$ cat src/hdl/rfcrc_regs.svh
// Purpose: Addresses, field values, presets and polynomials of the frame CRC block.
// Assumes: Byte-wide register port; all values used through these names.
// Notes:   Definitions only.
`ifndef RFCRC_REGS_SVH
`define RFCRC_REGS_SVH

// ********************************************************************
// Register addresses
// ********************************************************************
`define RFCRC_TX_CFG_ADDR   8'h2c
`define RFCRC_RX_CFG_ADDR   8'h2d
`define RFCRC_IRQ_STAT_ADDR 8'h40
`define RFCRC_IRQ_MASK_ADDR 8'h41

// ********************************************************************
// Write masks and reset values
// ********************************************************************
`define RFCRC_TX_CFG_WMASK  8'h7f
`define RFCRC_RX_CFG_WMASK  8'hff
`define RFCRC_IRQ_WMASK     8'h07
`define RFCRC_CFG_RST       8'h00
`define RFCRC_ZERO8         8'h00
`define RFCRC_ZERO16        16'h0000

// ********************************************************************
// Interrupt event bits
// ********************************************************************
`define RFCRC_EV_TX_DONE    0
`define RFCRC_EV_RX_DONE    1
`define RFCRC_EV_RX_ERR     2

// ********************************************************************
// Preset select codes and preset values
// ********************************************************************
`define RFCRC_SEL_ZERO      3'h0
`define RFCRC_SEL_A         3'h1
`define RFCRC_SEL_B         3'h2
`define RFCRC_SEL_C         3'h3
`define RFCRC_SEL_USER      3'h6
`define RFCRC_SEL_ONES      3'h7
`define RFCRC_P16_A         16'h6363
`define RFCRC_P16_B         16'ha671
`define RFCRC_P16_C         16'hfffe
`define RFCRC_P16_ONES      16'hffff
`define RFCRC_P8_A          16'h0012
`define RFCRC_P8_B          16'h00bf
`define RFCRC_P8_C          16'h00fd
`define RFCRC_P8_ONES       16'h00ff
`define RFCRC_P5_A          16'h0012
`define RFCRC_P5_ONES       16'h001f

// ********************************************************************
// Polynomials, bit-reversed for LSB-first shifting, and width masks
// ********************************************************************
`define RFCRC_POLY16        16'h8408
`define RFCRC_POLY8         16'h00b8
`define RFCRC_POLY5         16'h0012
`define RFCRC_MASK16        16'hffff
`define RFCRC_MASK8         16'h00ff
`define RFCRC_MASK5         16'h001f
`define RFCRC_BYTE_BITS     8
`define RFCRC_NB_TWO        2'd2
`define RFCRC_NB_ONE        2'd1
`define RFCRC_NB_NONE       2'd0

`endif

$ cat src/hdl/rfcrc_pkg.sv
// Purpose: Types and shared functions of the frame CRC block.
// Assumes: rfcrc_regs.svh supplies every value.
// Notes:   Config struct mirrors the register bit layout.
`include "rfcrc_regs.svh"

package rfcrc_pkg;

  // ******************************************************************
  // Types
  // ******************************************************************
  typedef enum logic [1:0] {CRC_KIND_5, CRC_KIND_8, CRC_KIND_16, CRC_KIND_RSVD} rfcrc_kind_t;

  typedef struct packed {
    logic        store;
    logic [2:0]  init_sel;
    rfcrc_kind_t kind;
    logic        negate;
    logic        on;
  } rfcrc_cfg_t;

  typedef struct packed {
    logic       valid;
    logic       last;
    logic [7:0] data;
  } rfcrc_byte_t;

  // ******************************************************************
  // Functions
  // ******************************************************************
  function automatic logic [15:0] rfcrc_mask(input rfcrc_kind_t kind);
    unique case (kind)
      CRC_KIND_5:  rfcrc_mask = `RFCRC_MASK5;
      CRC_KIND_8:  rfcrc_mask = `RFCRC_MASK8;
      CRC_KIND_16: rfcrc_mask = `RFCRC_MASK16;
      default:     rfcrc_mask = `RFCRC_ZERO16;
    endcase
  endfunction : rfcrc_mask

  function automatic logic [1:0] rfcrc_nbytes(input rfcrc_kind_t kind);
    unique case (kind)
      CRC_KIND_16:          rfcrc_nbytes = `RFCRC_NB_TWO;
      CRC_KIND_5, CRC_KIND_8: rfcrc_nbytes = `RFCRC_NB_ONE;
      default:              rfcrc_nbytes = `RFCRC_NB_NONE;
    endcase
  endfunction : rfcrc_nbytes

  // Undefined codes load zero so a bad setting still gives a repeatable result.
  function automatic logic [15:0] rfcrc_preset(input rfcrc_kind_t kind, input logic [2:0] sel,
                                               input logic [15:0] user);
    rfcrc_preset = `RFCRC_ZERO16;
    case (kind)
      CRC_KIND_16: begin
        case (sel)
          `RFCRC_SEL_A:    rfcrc_preset = `RFCRC_P16_A;
          `RFCRC_SEL_B:    rfcrc_preset = `RFCRC_P16_B;
          `RFCRC_SEL_C:    rfcrc_preset = `RFCRC_P16_C;
          `RFCRC_SEL_USER: rfcrc_preset = user;
          `RFCRC_SEL_ONES: rfcrc_preset = `RFCRC_P16_ONES;
          default:         rfcrc_preset = `RFCRC_ZERO16;
        endcase
      end
      CRC_KIND_8: begin
        case (sel)
          `RFCRC_SEL_A:    rfcrc_preset = `RFCRC_P8_A;
          `RFCRC_SEL_B:    rfcrc_preset = `RFCRC_P8_B;
          `RFCRC_SEL_C:    rfcrc_preset = `RFCRC_P8_C;
          `RFCRC_SEL_USER: rfcrc_preset = user & `RFCRC_MASK8;
          `RFCRC_SEL_ONES: rfcrc_preset = `RFCRC_P8_ONES;
          default:         rfcrc_preset = `RFCRC_ZERO16;
        endcase
      end
      CRC_KIND_5: begin
        case (sel)
          `RFCRC_SEL_A:    rfcrc_preset = `RFCRC_P5_A;
          `RFCRC_SEL_USER: rfcrc_preset = user & `RFCRC_MASK5;
          `RFCRC_SEL_ONES: rfcrc_preset = `RFCRC_P5_ONES;
          default:         rfcrc_preset = `RFCRC_ZERO16;
        endcase
      end
      default: rfcrc_preset = `RFCRC_ZERO16;
    endcase
  endfunction : rfcrc_preset

endpackage : rfcrc_pkg

$ cat src/hdl/rfcrc_engine.sv
// Purpose: One-byte CRC update for CRC5, CRC8 and CRC16, LSB first.
// Assumes: Pure combinational; caller holds the CRC register.
// Notes:   Reflected register form lets all widths share one shifter.
`timescale 1ns/10ps
`include "rfcrc_regs.svh"

module rfcrc_engine
  import rfcrc_pkg::*;
(
  // Inputs
  input  wire logic [15:0] crc_in,
  input  wire logic [7:0]  data,
  input  rfcrc_kind_t      kind,
  // Result
  output logic [15:0]      crc_out
);

  logic [15:0] poly;
  logic [15:0] c;
  logic        fb;

  always_comb begin
    unique case (kind)
      CRC_KIND_5:  poly = `RFCRC_POLY5;
      CRC_KIND_8:  poly = `RFCRC_POLY8;
      CRC_KIND_16: poly = `RFCRC_POLY16;
      default:     poly = `RFCRC_ZERO16;
    endcase
  end

  always_comb begin
    c  = crc_in & rfcrc_mask(kind);
    fb = 1'b0;
    for (int i = 0; i < `RFCRC_BYTE_BITS; i++) begin
      fb = c[0] ^ data[i];
      c  = c >> 1;
      if (fb) begin
        c = c ^ poly;
      end
    end
    crc_out = c;
  end

endmodule : rfcrc_engine

$ cat src/hdl/rfcrc_core.sv
// Purpose: CRC append on transmit and CRC check on receive for RF frames.
// Assumes: Framer byte streams and register port share core_clk.
// Notes:   CRC bytes go out and come in low byte first.
//
// Contract
// - The transmit preset field in bits 6 to 4 picks the start value of the transmit CRC.
// - The two-bit kind field selects CRC5 for 0, CRC8 for 1, CRC16 for 2, and 3 is reserved.
// - With transmit negate set the computed CRC is inverted before it is appended.
// - With transmit append set the CRC follows the data, and with it clear nothing is appended.
// - CRC16 presets for codes 0, 1, 2, 3 and 7 are 0000h, 6363h, A671h, FFFEh and FFFFh on both paths.
// - CRC8 presets are 00h, 12h, BFh, FDh and FFh, and CRC5 presets for 0, 1 and 7 are 00h, 12h and 1Fh.
// - Preset code 6 takes a user value from nonvolatile storage, and codes 4 and 5 have no value.
// - The receive preset field in bits 6 to 4 picks the start value of the receive checker.
// - With receive store set the CRC bytes go to the FIFO, otherwise they are only checked.
// - With receive negate set the frame is checked against the inverted computed CRC.
// - With receive check set a mismatch raises the error flag, otherwise the flag is left alone.
`timescale 1ns/10ps
`include "rfcrc_regs.svh"

module rfcrc_core
  import rfcrc_pkg::*;
(
  // Clock and reset
  input  wire logic   core_clk,
  input  wire logic   rst_n,
  // Register port
  input  wire logic [7:0] reg_addr,
  input  wire logic [7:0] reg_wdata,
  input  wire logic   reg_wr,
  input  wire logic   reg_rd,
  output logic [7:0]  reg_rdata,
  // Nonvolatile user preset
  input  wire logic [15:0] nv_user_preset,
  // Transmit stream
  input  wire logic   tx_start,
  input  rfcrc_byte_t tx_in,
  output logic        tx_in_ready,
  output rfcrc_byte_t tx_out,
  // Receive stream
  input  wire logic   rx_start,
  input  rfcrc_byte_t rx_in,
  output rfcrc_byte_t rx_fifo_out,
  output logic        rx_crc_fail,
  // Interrupt
  output logic        irq
);

  // ******************************************************************
  // Registers
  // ******************************************************************
  typedef enum logic [1:0] {TX_PASS, TX_CRC_LO, TX_CRC_HI} rfcrc_tx_state_t;

  rfcrc_cfg_t      tx_cfg_ff;
  rfcrc_cfg_t      rx_cfg_ff;
  logic [7:0]      irq_stat_ff;
  logic [7:0]      irq_mask_ff;
  logic [7:0]      rdata_ff;
  logic [7:0]      nxt_rdata;
  logic [7:0]      ev_set;
  rfcrc_tx_state_t tx_state_ff;
  rfcrc_tx_state_t nxt_tx_state;
  logic [15:0]     tx_crc_ff;
  logic [15:0]     tx_crc_upd;
  logic [15:0]     tx_final;
  rfcrc_byte_t     tx_out_ff;
  rfcrc_byte_t     nxt_tx_out;
  logic [1:0]      tx_n;
  logic            tx_take;
  logic            tx_tail;
  logic [15:0]     rx_crc_ff;
  logic [15:0]     rx_crc_upd;
  logic [15:0]     rx_calc;
  logic [15:0]     rx_expect;
  logic [15:0]     rx_recv;
  logic [7:0]      rx_h0_ff;
  logic [7:0]      rx_h1_ff;
  logic [1:0]      rx_cnt_ff;
  logic [1:0]      rx_n;
  logic [7:0]      rx_oldest;
  logic            rx_emit;
  logic            rx_end;
  logic            rx_check;
  logic            rx_mismatch;
  rfcrc_byte_t     rx_fifo_ff;
  logic            rx_fail_ff;

  wire wr_tx   = reg_wr && (reg_addr == `RFCRC_TX_CFG_ADDR);
  wire wr_rx   = reg_wr && (reg_addr == `RFCRC_RX_CFG_ADDR);
  wire wr_stat = reg_wr && (reg_addr == `RFCRC_IRQ_STAT_ADDR);
  wire wr_mask = reg_wr && (reg_addr == `RFCRC_IRQ_MASK_ADDR);

  always_ff @(posedge core_clk) begin
    if (!rst_n) begin
      tx_cfg_ff <= `RFCRC_CFG_RST;
      rx_cfg_ff <= `RFCRC_CFG_RST;
    end else begin
      if (wr_tx) begin
        tx_cfg_ff <= reg_wdata & `RFCRC_TX_CFG_WMASK;
      end
      if (wr_rx) begin
        rx_cfg_ff <= reg_wdata & `RFCRC_RX_CFG_WMASK;
      end
    end
  end

  // Unmapped addresses read as zero; the bus never waits.
  always_comb begin
    nxt_rdata = `RFCRC_ZERO8;
    if (reg_rd) begin
      case (reg_addr)
        `RFCRC_TX_CFG_ADDR:   nxt_rdata = tx_cfg_ff;
        `RFCRC_RX_CFG_ADDR:   nxt_rdata = rx_cfg_ff;
        `RFCRC_IRQ_STAT_ADDR: nxt_rdata = irq_stat_ff;
        `RFCRC_IRQ_MASK_ADDR: nxt_rdata = irq_mask_ff;
        default:              nxt_rdata = `RFCRC_ZERO8;
      endcase
    end
  end

  always_ff @(posedge core_clk) begin
    if (!rst_n) begin
      rdata_ff <= `RFCRC_ZERO8;
    end else begin
      rdata_ff <= nxt_rdata;
    end
  end

  assign reg_rdata = rdata_ff;

  // ******************************************************************
  // Interrupts
  // ******************************************************************
  always_comb begin
    ev_set = `RFCRC_ZERO8;
    ev_set[`RFCRC_EV_TX_DONE] = tx_out_ff.valid && tx_out_ff.last;
    ev_set[`RFCRC_EV_RX_DONE] = rx_end;
    ev_set[`RFCRC_EV_RX_ERR]  = rx_end && rx_check && rx_mismatch;
  end

  // A new event wins over a write-one-to-clear in the same cycle.
  always_ff @(posedge core_clk) begin
    if (!rst_n) begin
      irq_stat_ff <= `RFCRC_ZERO8;
      irq_mask_ff <= `RFCRC_ZERO8;
    end else begin
      irq_stat_ff <= ((irq_stat_ff & ~(wr_stat ? reg_wdata : `RFCRC_ZERO8)) | ev_set) & `RFCRC_IRQ_WMASK;
      if (wr_mask) begin
        irq_mask_ff <= reg_wdata & `RFCRC_IRQ_WMASK;
      end
    end
  end

  assign irq = |(irq_stat_ff & irq_mask_ff);

  // ******************************************************************
  // Transmit path
  // ******************************************************************
  rfcrc_engine u_tx_engine (
    .crc_in  (tx_crc_ff),
    .data    (tx_in.data),
    .kind    (tx_cfg_ff.kind),
    .crc_out (tx_crc_upd)
  );

  assign tx_n        = rfcrc_nbytes(tx_cfg_ff.kind);
  assign tx_in_ready = (tx_state_ff == TX_PASS);
  assign tx_take     = tx_in.valid && tx_in_ready;
  assign tx_tail     = tx_take && tx_in.last && tx_cfg_ff.on && (tx_n != `RFCRC_NB_NONE);
  assign tx_final    = (tx_cfg_ff.negate ? ~tx_crc_ff : tx_crc_ff) & rfcrc_mask(tx_cfg_ff.kind);

  always_ff @(posedge core_clk) begin
    if (!rst_n) begin
      tx_crc_ff <= `RFCRC_ZERO16;
    end else if (tx_start) begin
      tx_crc_ff <= rfcrc_preset(tx_cfg_ff.kind, tx_cfg_ff.init_sel, nv_user_preset);
    end else if (tx_take) begin
      tx_crc_ff <= tx_crc_upd;
    end
  end

  always_comb begin
    nxt_tx_state = tx_state_ff;
    nxt_tx_out   = '0;
    unique case (tx_state_ff)
      TX_PASS: begin
        nxt_tx_out.valid = tx_take;
        nxt_tx_out.data  = tx_in.data;
        nxt_tx_out.last  = tx_take && tx_in.last && !tx_tail;
        if (tx_tail) begin
          nxt_tx_state = TX_CRC_LO;
        end
      end
      TX_CRC_LO: begin
        nxt_tx_out.valid = 1'b1;
        nxt_tx_out.data  = tx_final[7:0];
        nxt_tx_out.last  = (tx_n != `RFCRC_NB_TWO);
        nxt_tx_state     = (tx_n == `RFCRC_NB_TWO) ? TX_CRC_HI : TX_PASS;
      end
      TX_CRC_HI: begin
        nxt_tx_out.valid = 1'b1;
        nxt_tx_out.data  = tx_final[15:8];
        nxt_tx_out.last  = 1'b1;
        nxt_tx_state     = TX_PASS;
      end
      default: nxt_tx_state = TX_PASS;
    endcase
  end

  always_ff @(posedge core_clk) begin
    if (!rst_n) begin
      tx_state_ff <= TX_PASS;
      tx_out_ff   <= '0;
    end else begin
      tx_state_ff <= nxt_tx_state;
      tx_out_ff   <= nxt_tx_out;
    end
  end

  assign tx_out = tx_out_ff;

  // ******************************************************************
  // Receive path
  // ******************************************************************
  // The last rx_n bytes are held back, so only bytes known to be data feed the checker.
  assign rx_n      = rfcrc_nbytes(rx_cfg_ff.kind);
  assign rx_oldest = (rx_n == `RFCRC_NB_TWO) ? rx_h1_ff : (rx_n == `RFCRC_NB_ONE) ? rx_h0_ff : rx_in.data;
  assign rx_emit   = rx_in.valid && (rx_cnt_ff == rx_n);
  assign rx_end    = rx_in.valid && rx_in.last;
  assign rx_check  = rx_cfg_ff.on && (rx_n != `RFCRC_NB_NONE);

  rfcrc_engine u_rx_engine (
    .crc_in  (rx_crc_ff),
    .data    (rx_oldest),
    .kind    (rx_cfg_ff.kind),
    .crc_out (rx_crc_upd)
  );

  assign rx_calc     = rx_emit ? rx_crc_upd : rx_crc_ff;
  assign rx_expect   = (rx_cfg_ff.negate ? ~rx_calc : rx_calc) & rfcrc_mask(rx_cfg_ff.kind);
  assign rx_recv     = ((rx_n == `RFCRC_NB_TWO) ? {rx_in.data, rx_h0_ff} : {`RFCRC_ZERO8, rx_in.data})
                       & rfcrc_mask(rx_cfg_ff.kind);
  assign rx_mismatch = (rx_recv != rx_expect) || (rx_cnt_ff != rx_n);

  always_ff @(posedge core_clk) begin
    if (!rst_n) begin
      rx_crc_ff <= `RFCRC_ZERO16;
    end else if (rx_start) begin
      rx_crc_ff <= rfcrc_preset(rx_cfg_ff.kind, rx_cfg_ff.init_sel, nv_user_preset);
    end else if (rx_emit) begin
      rx_crc_ff <= rx_crc_upd;
    end
  end

  always_ff @(posedge core_clk) begin
    if (!rst_n) begin
      rx_h0_ff  <= `RFCRC_ZERO8;
      rx_h1_ff  <= `RFCRC_ZERO8;
      rx_cnt_ff <= `RFCRC_NB_NONE;
    end else if (rx_start) begin
      rx_cnt_ff <= `RFCRC_NB_NONE;
    end else if (rx_in.valid) begin
      rx_h1_ff  <= rx_h0_ff;
      rx_h0_ff  <= rx_in.data;
      if (rx_in.last) begin
        rx_cnt_ff <= `RFCRC_NB_NONE;
      end else if (rx_cnt_ff != rx_n) begin
        rx_cnt_ff <= rx_cnt_ff + `RFCRC_NB_ONE;
      end
    end
  end

  always_ff @(posedge core_clk) begin
    if (!rst_n) begin
      rx_fifo_ff <= '0;
    end else if (rx_cfg_ff.store) begin
      rx_fifo_ff <= rx_in;
    end else begin
      rx_fifo_ff.valid <= rx_emit;
      rx_fifo_ff.last  <= rx_emit && rx_in.last;
      rx_fifo_ff.data  <= rx_oldest;
    end
  end

  always_ff @(posedge core_clk) begin
    if (!rst_n) begin
      rx_fail_ff <= 1'b0;
    end else if (rx_end && rx_check) begin
      rx_fail_ff <= rx_mismatch;
    end
  end

  assign rx_fifo_out = rx_fifo_ff;
  assign rx_crc_fail = rx_fail_ff;
endmodule : rfcrc_core

$ cat config.mk
export PLATFORM = sky130hd
export DESIGN_NAME = rfcrc_core
export DESIGN_NICKNAME = d
export VERILOG_FILES = /design/src/hdl/rfcrc_pkg.sv /design/src/hdl/rfcrc_engine.sv /design/src/hdl/rfcrc_core.sv
export VERILOG_INCLUDE_DIRS = /design/src /design/src/hdl
export SDC_FILE = /design/constraint.sdc
export NUM_CORES = 1
export LEC_CHECK = 0
export ABC_CLOCK_PERIOD_IN_PS = 11000
export BUFFER_PORTS_ARGS = -buffer_cell sky130_fd_sc_hd__buf_2
export CAP_MARGIN = 5
export CORE_MARGIN = 2
export CORE_UTILIZATION = 55
export DETAILED_ROUTE_END_ITERATION = 10
export PLACE_DENSITY = 0.75
export RECOVER_POWER = 25
export SYNTH_ARGS = -nofsm -noshare
export SYNTH_HDL_FRONTEND = slang
export SYNTH_SLANG_ARGS = --single-unit
$ cat constraint.sdc
create_clock -name core_clk -period 11 [get_ports core_clk]
set_clock_uncertainty 0.1 [all_clocks]
set_input_delay 1.1 -clock core_clk [delete_from_list [all_inputs] [get_ports core_clk]]
set_output_delay 1.1 -clock core_clk [all_outputs]
set_load 0.05 [all_outputs]
# Word level (Yosys, flattened, before mapping)
# Index checks and enable logic that the tools add are counted.
[totals]
register_bits = 102
elab_cells = 179
out_inout_bits = 31
input_bits = 58
[classes]
add_sub_neg = 1
eq_ne = 28
muxes = 48
n_reduce_logical = 32
bitwise = 45
[op_table]
columns = ["operator", "count"]
rows = [
  ["$mux W16", 23],
  ["$pmux W16 S3", 6],
  ["$xor A15 B16 Y16", 16],
  ["$pmux W16 S5", 2],
  ["$and A16 B16 Y16", 5],
  ["$pmux W8 S5", 2],
  ["$not A16 Y16", 2],
  ["$pmux W8 S4", 1],
  ["$pmux W10 S3", 1],
  ["$pmux W5 S3", 2],
  ["$eq A8 B6 Y1 const B", 2],
  ["$eq A8 B7 Y1 const B", 2],
  ["$logic_and A1 B1 Y1", 16],
  ["$mux W8", 2],
  ["$ne A16 B16 Y1", 1],
  ["$xor A1 B1 Y1", 16],
  ["$eq A3 B2 Y1 const B", 4],
  ["$eq A3 B3 Y1 const B", 4],
  ["$pmux W2 S2", 3],
  ["$eq A2 B2 Y1 const B", 5],
  ["$mux W10", 1],
  ["$eq A2 B1 Y1 const B", 4],
  ["$mux W2", 4],
  ["$reduce_bool A2 Y1", 4],
  ["17 further kinds", 26],
]

# Depth between registers and ports, before layout
[depth]
depth_word = 30
ltp_mapped = 18
depth_no_buf = 15

# Modules after synthesis
# A second synthesis with hierarchy kept.
[unflattened]
hier_cells = 1086
hier_area_um2 = 8647.0
[modules_own_cells]
columns = ["mod", "area_each_um2", "instances", "seq_area_each_um2", "cells_per_inst"]
rows = [
  ["rfcrc_core", 5756.8, 1, 2042.0, 688],
  ["rfcrc_engine", 1445.1, 2, 0.0, 199],
]

# Least setup slack after synthesis
# OpenSTA, ideal clock, no wires.
[synth_path]
kind = "in2reg"
start = "in rx_in[0] (netlist bit)"
end = "reg irq_stat_ff[2]"
setup_ns = 0.116
slack_ns = 6.214
required_ns = 10.784
t_arrival_ns = 4.570
path_stages = 14
path_buffers = 1
path_cell_list = "buf_6 > or4_4 > o311ai_4 > mux2i_1 > xnor3_1 > xnor2_1 > a21o_1 > and2_4 > mux2_4 > xnor3_1 > and2_1 > o41ai_1 > a31oi_1 > a31o_1"
[synth_via]
elab_chain_len = 26
word_cells_on_any_way = 35
cone_classes = "eq/ne (1); mux (13); bitwise (19); reduce/logical (2)"
[synth_lines]
columns = ["element", "line_no", "source"]
rows = [
  ["start, declared", "rfcrc_core.sv:41", "input rfcrc_byte_t rx_in,"],
  ["$mux W8 (2 in series)", "rfcrc_core.sv:226", "assign rx_oldest = (rx_n == `RFCRC_NB_TWO) ? rx_h1_ff : (rx_n == `RFCRC_NB_ONE) ? rx_h0_ff : rx_in.data;"],
  ["$xor A1 B1 Y1", "rfcrc_engine.sv:35", "fb = c[0] ^ data[i];"],
  ["$mux W16", "rfcrc_engine.sv:37", "if (fb) begin"],
  ["$xor A15 B16 Y16 / $xor A1 B1 Y1 (equally long branches)", "rfcrc_engine.sv:38, rfcrc_engine.sv:35", ""],
  ["$mux W16", "rfcrc_engine.sv:37", ""],
  ["$xor A15 B16 Y16 / $xor A1 B1 Y1 (equally long branches)", "rfcrc_engine.sv:38, rfcrc_engine.sv:35", ""],
  ["$mux W16", "rfcrc_engine.sv:37", ""],
  ["$xor A15 B16 Y16 / $xor A1 B1 Y1 (equally long branches)", "rfcrc_engine.sv:38, rfcrc_engine.sv:35", ""],
  ["[... 9 more ...]", "n/a", ""],
  ["$mux W16", "n/a", ""],
  ["$not A16 Y16", "rfcrc_core.sv:239", "assign rx_expect = (rx_cfg_ff.negate ? ~rx_calc : rx_calc) & rfcrc_mask(rx_cfg_ff.kind);"],
  ["$mux W16", "rfcrc_core.sv:239", ""],
  ["$and A16 B16 Y16", "rfcrc_core.sv:239", ""],
  ["$ne A16 B16 Y1 (*)", "rfcrc_core.sv:242", "assign rx_mismatch = (rx_recv != rx_expect) || (rx_cnt_ff != rx_n);"],
  ["$logic_or A1 B1 Y1 (*)", "rfcrc_core.sv:242", ""],
  ["$logic_and A1 B1 Y1 (*)", "rfcrc_core.sv:137", "ev_set[`RFCRC_EV_RX_ERR] = rx_end && rx_check && rx_mismatch;"],
  ["$or A3 B3 Y3 (*)", "rfcrc_core.sv:146", "irq_stat_ff <= ((irq_stat_ff & ~(wr_stat ? reg_wdata : `RFCRC_ZERO8)) | ev_set) & `RFCRC_IRQ_WMASK;"],
  ["end signal, assigned", "rfcrc_core.sv:143", "irq_stat_ff <= `RFCRC_ZERO8;"],
  ["end signal, assigned", "rfcrc_core.sv:146", ""],
  ["end, declared", "rfcrc_core.sv:55", "logic [7:0] irq_stat_ff;"],
]
# Mark *: on every way between the ends. The rest lies on a longest branch, timed or not.
# A chain may end at the register's enable or synchronous reset.

# Final worst setup path
[layout_path]
start = "reg rx_cfg_ff[3] (netlist bit)"
end = "reg irq_stat_ff[2]"
[layout_via]
elab_chain_len = 30
word_cells_on_any_way = 52
cone_classes = "eq/ne (7); mux (16); bitwise (21); reduce/logical (8)"
[layout_lines]
columns = ["element", "line_no", "source"]
rows = [
  ["start, declared", "rfcrc_core.sv:54", "rfcrc_cfg_t rx_cfg_ff;"],
  ["start signal, assigned", "rfcrc_core.sv:95", "rx_cfg_ff <= `RFCRC_CFG_RST;"],
  ["start signal, assigned", "rfcrc_core.sv:101", "rx_cfg_ff <= reg_wdata & `RFCRC_RX_CFG_WMASK;"],
  ["$eq A2 B1 Y1 / $logic_not A2 Y1 (equally long branches)", "rfcrc_pkg.sv:31, rfcrc_pkg.sv:40, rfcrc_engine.sv:23", ""],
  ["$reduce_or A2 Y1", "rfcrc_pkg.sv:40", "unique case (kind)"],
  ["$pmux W2 S2", "rfcrc_pkg.sv:40", ""],
  ["$eq A2 B1 Y1 (no source line)", "n/a", ""],
  ["$mux W8 (2 in series)", "rfcrc_core.sv:226", ""],
  ["$xor A1 B1 Y1", "rfcrc_engine.sv:35", ""],
  ["$mux W16", "rfcrc_engine.sv:37", ""],
  ["$xor A15 B16 Y16 / $xor A1 B1 Y1 (equally long branches)", "rfcrc_engine.sv:38, rfcrc_engine.sv:35", ""],
  ["[... 13 more ...]", "n/a", ""],
  ["$mux W16", "n/a", ""],
  ["$not A16 Y16", "rfcrc_core.sv:239", ""],
  ["$mux W16", "rfcrc_core.sv:239", ""],
  ["$and A16 B16 Y16", "rfcrc_core.sv:239", ""],
  ["$ne A16 B16 Y1", "rfcrc_core.sv:242", ""],
  ["$logic_or A1 B1 Y1", "rfcrc_core.sv:242", ""],
  ["$logic_and A1 B1 Y1 (*)", "rfcrc_core.sv:137", ""],
  ["$or A3 B3 Y3 (*)", "rfcrc_core.sv:146", ""],
]
# Marks and branches as above.

==> impl_summary.md <==
Place
At the end of routability-driven placement, the weighted congestion stood at 0.9298. The HPWL reported at the end of detailed placement is ~17000 um. Counting tap cells, the placed design contains a total of 1250 instances.

OpenSTA, run right after detailed placement, puts the worst setup slack at 5486 ps. The count of input and output buffers is 88.

Setup path
The delay of the slowest cell on the worst path is 580 ps. STA puts the critical path data required time at 11140 ps. The maximum fanout along the worst path is 16. The library cell appearing most often on the critical path is sky130_fd_sc_hd__xnor3_1. STA classifies the critical path endpoint as a flop. The path type of the worst setup path is reg -> reg. Counting both buffers and inverters, the worst setup path holds a total of 1.

The signal on the critical path passes through inv_1 > ha_1 > or2_1 > a221o_1 > xnor2_2 > xnor2_1 > xnor3_1 > or4_1 > and3_1 > xnor3_1 > o41a_1 > o41ai_1 > a31oi_1 > a31o_1. The kind of launch point of the worst setup path is a flop. The signal arrival time at the worst endpoint is 5750 ps. Among cell families on the critical path, the largest total delay comes from compound AO/OA/AOI/OAI gates.

The cell at the slowest stage of the critical path is sky130_fd_sc_hd__or2_1.

Synthesis
By area the synthesized netlist is led by sky130_fd_sc_hd__dfxtp_1 25%, sky130_fd_sc_hd__xnor2_1 8.4%, sky130_fd_sc_hd__nand2_1 7.0%, sky130_fd_sc_hd__xor2_1 4.4%, sky130_fd_sc_hd__o21ai_0 4.0%. After synthesis, the largest area contributor takes up between 20% and 30% of total cell area. After synthesis the netlist holds a flip-flop and latch count of between 100 and 150. Of all flip-flops after synthesis, the portion carrying an async set or reset was 0%.

In the synthesized netlist, the number of instances is 1049. The most common cell in the synthesized netlist is sky130_fd_sc_hd__nand2_1. The Yosys step of the flow raised 0 warnings. By count the netlist is led by 155 x sky130_fd_sc_hd__nand2_1, 102 x sky130_fd_sc_hd__dfxtp_1, 79 x sky130_fd_sc_hd__xnor2_1. In this run the mean area of a mapped cell was 7.883 um2. The number of different library cells used by synthesis comes to between 80 and 90.

The most used flip-flop cell after synthesis is sky130_fd_sc_hd__dfxtp_1. The cell area that synthesis handed to floorplanning was approximately 8300 um2. The synthesized design contains 0 enable-type register cells. For this run, the register share of the synthesized area comes to 24.69%. The cell taking the most area after synthesis is sky130_fd_sc_hd__dfxtp_1. When the netlist entered floorplanning its net count stood at 1122.

Global route
The initial antenna violation count came to 0. The via count of the first global-routing pass came to 6770. The first global-routing pass estimated 36180 um of wire. For this run the aggregate overflow at the end of global routing stands at 0.

The pin count of the biggest net entering global routing is 72. The global-route usage over all layers is 28.17%.

Finish
In the final design database the tool counted 1150 nets. The area used by sequential logic in the layout is 2042 um2. The layout has 1357 filler cells.

The total inserted antenna cells is 0. Relative to the synthesized area, the layout overhead comes to 7.611%. Of the cells placed in the final design, the portion with a size suffix greater than 1 is 9.889%.

Excluding fillers, the count of instances in the completed layout stands at approximately 1300. In the final layout, the multi-input gates occupy around 5800 um2.

Clock network
The root buffer cell chosen for the clock tree is sky130_fd_sc_hd__clkbuf_16. The count of hold-fix buffers inserted at cts is 0. Clock-pin slew was measured on the worst setup and hold paths at about 70 ps. The count of H-tree levels built during CTS is 3.

The clock tree from TritonCTS is yes. Clock tree synthesis inserted a total of 9 buffers. The clock network latency to the later pin of the worst-skew pair is roughly 360 ps. The post-CTS repair timing setup buffer count is 0. The number of gates resized after CTS was 0. The number of sinks handled by clock tree synthesis is 102.

The worst-case clock buffer depth is 2.

STA
The final worst slack is roughly 5400 ps. The max-slew violation total from the final report was 72. Adding up every negative setup slack in the final design gives 0 ps.

The worst pin sits at a relative slew slack of -76.95%. Setup repair after global routing left no endpoint under its margin. The total of endpoints with negative setup slack in the final report is 0. The transition time at the pin with the least slew margin is 2654 ps. The final cycle utilization of the critical path is 51.00%. The time the worst path needs with I/O delays and setup is 5610 ps.

The hold violation total from the final report is 0. The achievable clock frequency is between 150 and 200 MHz.

Drt
The detail route stage leaves a number of antenna-violating nets equal to 0. The first routing iteration left 803 violations. The routed wirelength normalized by instance count is about 18 um. The number of search-and-repair iterations in the first detailed-routing pass is 5.

The routed design has 23070 um of wire. For this run, design rule violations remaining after detail routing come to 0. The count of vias placed by the detailed router is 7762.

The routed via count divided by cell count is 6.131.

Floorplanning
The overall die width is 126.6 um. The region available for standard cell placement spans 14590 um2. The die covers 16030 um2. The row count is 44. The initial utilization of the core area, before any placement, comes to 56.68%.

In this run the count of I/O pins placed on the die edge is 89. The height of the die is 126.6 um.

Pwr
The completed layout was analyzed and its total power is 1.189 mW. The maximum resistive drop on vdd is 128.9 uV. Dividing total power by cell area gives a power density of 133.7 nW/um2. The reported leakage power is 3.287 nW.

Run status
The run finished, with violations left. The checks that failed: max-capacitance violations, max-slew violations.

Min path
The class of the tightest hold or removal check is reg -> reg.

Job
The reported max-cap violation count is 1.
[sequential cells by signal, summed over array words and instances (netlist names), 8 cells and up]
register	count
reg_rdata	8
tx_out	10
rx_cfg_ff	8
rx_crc_ff	16
tx_crc_ff	16
rx_fifo_out	10
rx_h1_ff	8
rx_h0_ff	8
[final cells by class]
class | instances | area share [%]
flip-flops and latches | 102 | 22.95
clock buffers | 11 | 2.728
multi-input cells | 847 | 65.33
inverters | 24 | 1.012
clock inverters | 5 | 0.4640
repair buffers | 93 | 4.935
well taps | 184 | 2.587
[per-layer routing]
| metal | vias to the layer above | share of wire (%) | GRT usage, % |
|---|---|---|---|
| met4 | 0 | 1.7 | 5.688 |
| met1 | 3679 | 45 | 41.11 |
| li1 | 3737 | - | - |
| met2 | 316 | 45 | 43.47 |
| met5 | - | 0 | 0 |
| met3 | 30 | 8.3 | 5.483 |
[path summary, 6_finish.rpt]
| path | endpoint | start | cells past startpoint | slack [ps] |
|---|---|---|---|---|
| setup / recovery | irq_stat_ff[2] | rx_cfg_ff[3] | 14 | 5390 |
| hold / removal | rx_h1_ff[5] | rx_h1_ff[5] | 2 | 370 |
| setup reg to reg | irq_stat_ff[2] | rx_cfg_ff[3] | 14 | 5390 |
| hold reg to reg | rx_h1_ff[5] | rx_h1_ff[5] | 2 | 370 |
[report_power, final]
part,switching (mW),total (mW),internal (mW)
Combinational,0.271,0.483,0.212
Clock,0.151,0.314,0.162
Sequential,0.0114,0.393,0.382
[worst reg2reg max path, stage by stage, from the launching register on]
cell and delay (ps):
sky130_fd_sc_hd__dfxtp_1 500, sky130_fd_sc_hd__inv_1 140, sky130_fd_sc_hd__ha_1 470, sky130_fd_sc_hd__or2_1 580, sky130_fd_sc_hd__a221o_1 480, sky130_fd_sc_hd__xnor2_2 370, sky130_fd_sc_hd__xnor2_1 230, sky130_fd_sc_hd__xnor3_1 490
sky130_fd_sc_hd__or4_1 390, sky130_fd_sc_hd__and3_1 190, sky130_fd_sc_hd__xnor3_1 360, sky130_fd_sc_hd__o41a_1 320, sky130_fd_sc_hd__o41ai_1 480, sky130_fd_sc_hd__a31oi_1 190, sky130_fd_sc_hd__a31o_1 210
[cells by family after synthesis]
group / count (synthesis) / share of synthesized area [%]
flip-flops: 102 / 24.69
AO/OA/AOI/OAI: 284 / 23.86
buffers and inverters: 100 / 5.039
multiplexers: 31 / 3.889
adder cells (fa/ha/maj): 15 / 2.270
XOR/XNOR: 144 / 18.84
AND/OR/NAND/NOR: 373 / 21.41
[layout by cell type, fill, tap and decap left out, types with 4 or more instances in the layout]
cell,instances
sky130_fd_sc_hd__xnor2_1,79
sky130_fd_sc_hd__nor3b_1,5
sky130_fd_sc_hd__mux2i_1,28
sky130_fd_sc_hd__nor3_1,10
sky130_fd_sc_hd__a22oi_1,22
sky130_fd_sc_hd__xnor3_1,13
sky130_fd_sc_hd__o211ai_1,9
sky130_fd_sc_hd__dfxtp_1,102
sky130_fd_sc_hd__xnor2_2,5
sky130_fd_sc_hd__nand3_1,42
sky130_fd_sc_hd__a21boi_0,38
sky130_fd_sc_hd__a222oi_1,6
sky130_fd_sc_hd__xor2_1,42
sky130_fd_sc_hd__nor2_1,65
sky130_fd_sc_hd__clkbuf_1,30
sky130_fd_sc_hd__a21o_1,8
sky130_fd_sc_hd__buf_4,4
sky130_fd_sc_hd__a211oi_1,5
sky130_fd_sc_hd__a221oi_1,6
sky130_fd_sc_hd__o21ai_0,66
sky130_fd_sc_hd__a21oi_1,54
sky130_fd_sc_hd__o211a_1,5
sky130_fd_sc_hd__and2_1,18
sky130_fd_sc_hd__a31oi_1,9
sky130_fd_sc_hd__o22ai_1,14
sky130_fd_sc_hd__nand2_1,155
sky130_fd_sc_hd__clkbuf_16,9
sky130_fd_sc_hd__a2bb2oi_1,4
sky130_fd_sc_hd__nor2b_1,22
sky130_fd_sc_hd__inv_1,24
sky130_fd_sc_hd__nor4_1,5
sky130_fd_sc_hd__and3_1,5
sky130_fd_sc_hd__ha_1,14
sky130_fd_sc_hd__nand4_1,5
sky130_fd_sc_hd__nand2b_1,24
sky130_fd_sc_hd__buf_2,60
[through the flow]
step	instance area (um2)	hold slack, ps	util (%)
after floorplan	8269	338.3	-
after global placement	8653	353.1	59.31
final	8899	370.1	60.99
after CTS	8937	368.2	61.26
after detailed placement	8653	358.4	59.31
after global routing	8899	399.2	60.99
Power figures use the tool's default switching activity.
